--- config.mk ---
export PLATFORM = sky130hd
export DESIGN_NAME = comparator_event_control
export DESIGN_NICKNAME = d
export VERILOG_FILES = /design/src/hdl/cmp_pkg.sv /design/src/hdl/cmp_event_match.sv /design/src/hdl/cmp_sync.sv /design/src/hdl/comparator_event_control.sv
export SDC_FILE = /design/constraint.sdc
export NUM_CORES = 1
export LEC_CHECK = 0
export BUFFER_PORTS_ARGS = -buffer_cell sky130_fd_sc_hd__clkbuf_2
export CAP_MARGIN = 20
export CORE_MARGIN = 5
export CORE_UTILIZATION = 46
export DETAILED_ROUTE_END_ITERATION = 12
export GPL_TIMING_DRIVEN = 0
export PLACE_DENSITY = 0.81
export SETUP_SLACK_MARGIN = 0.1
export SYNTH_ARGS = -nofsm -noshare
export SYNTH_HDL_FRONTEND = slang
export SYNTH_HIERARCHICAL = 1
export SYNTH_SLANG_ARGS = --single-unit
export TNS_END_PERCENT = 100
--- constraint.sdc ---
create_clock -name ref_clk -period 1.69 [get_ports ref_clk]
set_input_delay 0.0845 -clock ref_clk [delete_from_list [all_inputs] [get_ports ref_clk]]
set_output_delay 0.0845 -clock ref_clk [all_outputs]
set_load 0.02 [all_outputs]
--- src/hdl/cmp_pkg.sv ---
// Package with register layout, reset values and types of the comparator control block.
package cmp_pkg;
    localparam int ADDR_W = 4;
    localparam logic [3:0] CSR_OFFSET = 4'h0;
    localparam logic [3:0] PIN_CTRL_OFFSET = 4'h1;
    localparam int BIT_POWER_OFF = 7;
    localparam int BIT_REF_SEL = 6;
    localparam int BIT_RESULT = 5;
    localparam int BIT_FLAG = 4;
    localparam int BIT_IRQ_EN = 3;
    localparam int BIT_CAPTURE = 2;
    localparam int BIT_MODE_HI = 1;
    localparam int BIT_MODE_LO = 0;
    localparam logic [7:0] CSR_RESET = 8'h00;
    localparam logic [1:0] MODE_TOGGLE = 2'h0;
    localparam logic [1:0] MODE_RESERVED = 2'h1;
    localparam logic [1:0] MODE_FALL = 2'h2;
    localparam logic [1:0] MODE_RISE = 2'h3;

    typedef struct packed {
        logic [ADDR_W-1:0] addr;
        logic [7:0] wdata;
        logic wr;
        logic rd;
    } bus_req_s;

    typedef struct packed {
        logic comparator_power_off;
        logic reference_select;
        logic bandgap_power_on;
    } analog_ctrl_s;

    typedef enum logic [1:0] {
        EDGE_IDLE,
        EDGE_RISE,
        EDGE_FALL
    } edge_e;
endpackage

--- src/hdl/cmp_event_match.sv ---
// Matches a comparator edge against the selected event mode.
`timescale 1ns/1ps
module cmp_event_match
    import cmp_pkg::*;
(
    input edge_e edge_kind,
    input wire logic [1:0] mode,
    output logic hit
);
    always_comb begin
        case (mode)
            MODE_TOGGLE: hit = (edge_kind != EDGE_IDLE);
            MODE_FALL: hit = (edge_kind == EDGE_FALL);
            MODE_RISE: hit = (edge_kind == EDGE_RISE);
            default: hit = 1'b0;
        endcase
    end
endmodule

--- src/hdl/cmp_sync.sv ---
// Two-flop synchroniser with edge detection for the comparator output.
`timescale 1ns/1ps
module cmp_sync
    import cmp_pkg::*;
(
    input wire logic ref_clk,
    input wire logic srst,
    input wire logic async_in,
    output logic level,
    output edge_e edge_kind
);
    logic meta_q;
    logic sync_q;
    logic prev_q;
    logic [2:0] fill_q;
    logic edge_ok;

    // The first flop feeds only the second one.
    always_ff @(posedge ref_clk) begin
        if (srst) begin
            meta_q <= 1'b0;
            sync_q <= 1'b0;
            prev_q <= 1'b0;
            fill_q <= 3'h0;
        end else begin
            meta_q <= async_in;
            sync_q <= meta_q;
            prev_q <= sync_q;
            fill_q <= {fill_q[1:0], 1'b1};
        end
    end

    // Edges are held off until prev_q carries a sampled level, so a comparator
    // output that is already high at reset release is not taken as a rising edge.
    assign edge_ok = fill_q[2];
    assign level = sync_q;
    assign edge_kind = !edge_ok ? EDGE_IDLE :
                       (sync_q && !prev_q) ? EDGE_RISE :
                       (!sync_q && prev_q) ? EDGE_FALL : EDGE_IDLE;
endmodule

--- src/hdl/comparator_event_control.sv ---
// Control and status logic around the on-chip voltage comparator.
//
// Behaviour
// - Status bit is one when positive input exceeds negative input, else zero.
// - Bit 7 set powers the comparator off; writable at any time.
// - Bit 6 set feeds bandgap to positive input; clear uses the pin.
// - Bit 5 is read-only and follows the comparator output without a latch.
// - Bit 4 flag sets when an output transition matches the selected mode.
// - Interrupt requested only while flag, local enable and global enable are set.
// - Flag clears automatically when the processor takes the matching vector.
// - Writing one to the flag bit clears it; writing zero keeps it.
// - Bit 2 set routes the comparator output to the timer capture input.
// - Mode bits: 00 toggle, 01 reserved, 10 falling edge, 11 rising edge.
// - Enabled second serial port takes the shared pins over the direction register.
// - Bandgap reference is powered only while the reference-select bit is one.
//
// Local design decisions: the register addresses and the address-and-strobe port.
`timescale 1ns/1ps
module comparator_event_control
    import cmp_pkg::*;
(
    input wire logic ref_clk,
    input wire logic srst,
    input bus_req_s bus_req,
    output logic [7:0] rdata,
    input wire logic comparator_raw,
    input wire logic global_irq_enable,
    input wire logic irq_ack,
    output logic irq_req,
    output analog_ctrl_s analog_ctrl,
    output logic capture_input,
    output logic capture_route_enable,
    input wire logic second_serial_tx_enable,
    input wire logic second_serial_rx_enable,
    input wire logic second_serial_tx_pin,
    input wire logic [1:0] port_direction_register,
    input wire logic [1:0] port_out,
    output logic [1:0] pin_out,
    output logic [1:0] pin_oe
);
    ////////////////////////////////////////////////////////////////////////////
    logic comparator_power_off_q;
    logic reference_select_q;
    logic comparator_event_flag_q;
    logic comparator_irq_enable_q;
    logic capture_route_q;
    logic [1:0] event_mode_q;
    logic [7:0] rdata_q;
    logic comparator_event_flag_d;
    logic comparator_result;
    logic cmp_level;
    edge_e cmp_edge;
    logic event_hit;
    logic csr_sel;
    logic pin_sel;
    logic csr_wr;
    logic flag_clear;
    logic serial_owns;
    logic [7:0] csr_value;
    logic [7:0] rdata_d;

    ////////////////////////////////////////////////////////////////////////////
    cmp_sync u_sync (
        .ref_clk(ref_clk),
        .srst(srst),
        .async_in(comparator_raw),
        .level(cmp_level),
        .edge_kind(cmp_edge)
    );

    cmp_event_match u_match (
        .edge_kind(cmp_edge),
        .mode(event_mode_q),
        .hit(event_hit)
    );

    ////////////////////////////////////////////////////////////////////////////
    // A powered-off comparator reads as zero and raises no events.
    assign comparator_result = cmp_level && !comparator_power_off_q;

    assign csr_sel = (bus_req.addr == CSR_OFFSET);
    assign pin_sel = (bus_req.addr == PIN_CTRL_OFFSET);
    assign csr_wr = bus_req.wr && csr_sel;
    assign flag_clear = (csr_wr && bus_req.wdata[BIT_FLAG]) || irq_ack;

    // A new event wins over a clear in the same cycle.
    assign comparator_event_flag_d = (event_hit && !comparator_power_off_q) ? 1'b1 :
                                     flag_clear ? 1'b0 :
                                     comparator_event_flag_q;

    assign csr_value = {comparator_power_off_q, reference_select_q, comparator_result,
                        comparator_event_flag_q, comparator_irq_enable_q, capture_route_q,
                        event_mode_q};

    assign serial_owns = second_serial_tx_enable || second_serial_rx_enable;
    assign rdata_d = !bus_req.rd ? 8'h00 :
                     csr_sel ? csr_value :
                     pin_sel ? {7'h00, serial_owns} : 8'h00;

    ////////////////////////////////////////////////////////////////////////////
    always_ff @(posedge ref_clk) begin
        if (srst) begin
            comparator_power_off_q <= CSR_RESET[BIT_POWER_OFF];
            reference_select_q <= CSR_RESET[BIT_REF_SEL];
            comparator_irq_enable_q <= CSR_RESET[BIT_IRQ_EN];
            capture_route_q <= CSR_RESET[BIT_CAPTURE];
            event_mode_q <= CSR_RESET[BIT_MODE_HI:BIT_MODE_LO];
        end else if (csr_wr) begin
            comparator_power_off_q <= bus_req.wdata[BIT_POWER_OFF];
            reference_select_q <= bus_req.wdata[BIT_REF_SEL];
            comparator_irq_enable_q <= bus_req.wdata[BIT_IRQ_EN];
            capture_route_q <= bus_req.wdata[BIT_CAPTURE];
            event_mode_q <= bus_req.wdata[BIT_MODE_HI:BIT_MODE_LO];
        end
    end

    always_ff @(posedge ref_clk) begin
        if (srst) begin
            comparator_event_flag_q <= CSR_RESET[BIT_FLAG];
            rdata_q <= 8'h00;
        end else begin
            comparator_event_flag_q <= comparator_event_flag_d;
            rdata_q <= rdata_d;
        end
    end

    ////////////////////////////////////////////////////////////////////////////
    assign rdata = rdata_q;
    assign irq_req = comparator_event_flag_q && comparator_irq_enable_q
                     && global_irq_enable;
    assign analog_ctrl.comparator_power_off = comparator_power_off_q;
    assign analog_ctrl.reference_select = reference_select_q;
    assign analog_ctrl.bandgap_power_on = reference_select_q;
    assign capture_route_enable = capture_route_q;
    assign capture_input = capture_route_q && comparator_result;

    // The serial port drives the plus pin as transmit output and frees the minus
    // pin as receive input, overriding the direction register.
    assign pin_out[0] = second_serial_tx_enable ? second_serial_tx_pin : port_out[0];
    assign pin_oe[0] = serial_owns ? second_serial_tx_enable : port_direction_register[0];
    assign pin_out[1] = port_out[1];
    assign pin_oe[1] = serial_owns ? 1'b0 : port_direction_register[1];
endmodule

==> impl_metrics.env <==
export IMPL_gr_usage_all_layers_pct=13.3
export IMPL_max_cap_viol_count=0
export IMPL_first_pass_iters=4
export IMPL_core_area_mm2=0.00175
export IMPL_syn_area_um2=850
export IMPL_cts_tree="built"
export IMPL_netlist_instances=81
export IMPL_viasPerCell=4.58
export IMPL_rows=15
export IMPL_route_vias_total=701
export IMPL_hpwl_um=1300
export IMPL_grt_max_degree=12
export IMPL_syn2layout_area_growth_pct=33.3
export IMPL_fill_cells=148
export IMPL_numCtsBuffers=3
export IMPL_cts_num_sinks=21
export IMPL_hold_worst_slack_ns=0.0173
export IMPL_dp_cells=147
export IMPL_worstMarginPinSlew_ns=0.343
export IMPL_instances_no_fill=153
export IMPL_gp_congestion=0.707
export IMPL_cts_clk_slew_worst_paths_ns=0.11
export IMPL_postPlaceCellArea_mm2=0.00109
export IMPL_antenna_cells=0
export IMPL_yosysSeqAreaShare_pct=49.5
export IMPL_initial_utilization_pct=48.7
export IMPL_leakage_uw=0.000540
export IMPL_ios=44
export IMPL_antenna_found_initial=0
export IMPL_die_area_mm2=0.00281
export IMPL_die_w_um=53.0
export IMPL_stdcell_area_mm2=0.00113
export IMPL_clk_latency_ns=0.30
export IMPL_ant_nets=0
export IMPL_period_minus_slack_ns=1.28
export IMPL_grt_pass1_vias=663
export IMPL_root_buffer="clkbuf_4"
export IMPL_relSlewSlack_pct=76.6
export IMPL_io_buffers=41
export IMPL_skew_ns=0.00600
export IMPL_power_density_mw_per_mm2=727
export IMPL_grt_pass1_wl_um=2750
export IMPL_drv_slew=0
export IMPL_ctsResizeCount=0
export IMPL_ys_warn_count=6
export IMPL_grt_overflow_total=0
export IMPL_synth_fp_nets=107
export IMPL_routed_wl_um=1620
export IMPL_period_share_pct=75.9
export IMPL_multi_input_area_um2=377
export IMPL_critPathArrivalTime_ns=1.51
export IMPL_start_kind="register"
export IMPL_setup_viol=0
export IMPL_hold_path_class="input port to register"
export IMPL_fp_dieH_um=53.0
export IMPL_ir_worst_vdd_uv=496
export IMPL_routedWlPerCell_um=10.6
export IMPL_final_util_pct=64.9
export IMPL_cts_buffer_depth=2
export IMPL_worst_ep_required_time_ns=1.92
export IMPL_rsz0062_at_grt="false"
export IMPL_synth_seq_cells=21
export IMPL_final_hold_violation_count=0
export IMPL_finalNetCount=155
export IMPL_worstSetupPathType="register to register"
export IMPL_path_max_fanout=5
export IMPL_synth_cell_types=20
export IMPL_h_tree_depth=1
export IMPL_fmax_ghz=0.780
export IMPL_syn_avg_cell_area_um2=10.5
export IMPL_drive_gt1_share_pct=41.4
export IMPL_setup_tns_ns=0
export IMPL_drc=0
export IMPL_rrSetupSlack_ns=0.41
export IMPL_cp_end_kind="register"
export IMPL_status="complete, no violations"
export IMPL_drtIter0Drc=2
export IMPL_ff_latch_area_um2=420
critical path: stages (launching register included):
cell and delay (ns):
dfxtp_1 0.39, and3b_1 0.21, nand4b_1 0.16, o21ai_1 0.09, nand2b_1 0.09, a21o_1 0.16
a31oi_1 0.12
routing by layer:
layer	global-route usage, %	vias to the layer above	wire, um
met1	15.9	321	650
li1	-	356	-
met2	22.1	19	834
met5	0	-	0
met4	3.83	0	22
met3	5.07	5	109
cells in the final DEF (no fill, tap or decap), types with 3 or more instances in the layout:
cell type	count
clkbuf_2	41
dfxtp_1	21
nand2b_1	15
and2_1	7
mux2i_1	7
buf_4	5
nor2b_1	5
and3b_1	4
inv_1	3
clkbuf_4	3
worst paths after layout:
kind                               startpoint                       to  cells past startpoint
worst max-delay path             u_sync/level  comparator_event_flag_q                      6
worst min-delay path               bus_req[9]   comparator_power_off_q                      3
worst max register to register   u_sync/level  comparator_event_flag_q                      6
worst min register to register  u_sync/meta_q             u_sync/level                      1
cell families (layout without fill, tap and decap cells):
group | after synthesis | after routing | synth area share [%]
mux | 8 | 8 | 9.57
simple gates | 38 | 38 | 30.6
flops | 21 | 21 | 49.5
buf+inv | 9 | 56 | 6.19
compound gates | 5 | 5 | 4.12
power by group:
| part | leakage (uW) | total [uW] | switching, uW | internal (uW) |
|---|---|---|---|---|
| clock network | 0.0000150 | 230 | 138 | 92.0 |
| registers | 0.000171 | 508 | 4.22 | 503 |
| logic | 0.000355 | 85.3 | 37.2 | 48.1 |
| total | 0.000540 | 823 | 180 | 643 |
layout make-up:
class	instances	area share, %
sequential	21	37.1
timing repair buffer	43	19.9
buffer	6	3.65
inverter	3	0.994
multi-input combinational	51	33.3
clock buffer	4	2.32
tap	25	2.76
sequential cells by signal (all words and copies together), names as in the netlist:
| name | flops |
|---|---|
| rdata | 8 |
| u_sync/prev_q | 1 |
| comparator_event_flag_q | 1 |
| capture_route_enable | 1 |
| comparator_power_off_q | 1 |
| u_sync/level | 1 |
| comparator_irq_enable_q | 1 |
| reference_select_q | 1 |
| event_mode_q | 2 |
| u_sync/fill_q | 3 |
| u_sync/meta_q | 1 |
cells in the mapped netlist, drive strengths merged:
master    n  area (um^2)
dfxtp    21          420
o21ai     1         5.00
nor2b     5         31.3
or3       1         11.3
buf       5         37.5
clkbuf    1         3.75
nand4b    1         8.76
nand2b   15         93.8
mux2      1         11.3
a31oi     1         6.26
and3b     4         35.0
nor3b     1         12.5
inv       3         11.3
nor2      2         7.51
nor3      1         10.0
a2111oi   1         8.76
mux2i     7         70.1
and3      1         6.26
and2      7         43.8
a21o      2         15.0
what timing repair did:
item,4_1_cts,5_1_grt
hold buffers,2,0
setup buffers,0,0
setup endpoints to repair,0,0
hold endpoints to repair,2,0
metrics by stage:
stage                     total power [uW]  setup WS (ns)
after global routing                   867          0.292
after global placement                 599          0.505
after CTS                              836          0.420
after detailed placement               602          0.464
after floorplan                        560          0.560
final                                  823          0.407
Note: power is estimated with default switching activity, not from simulation.
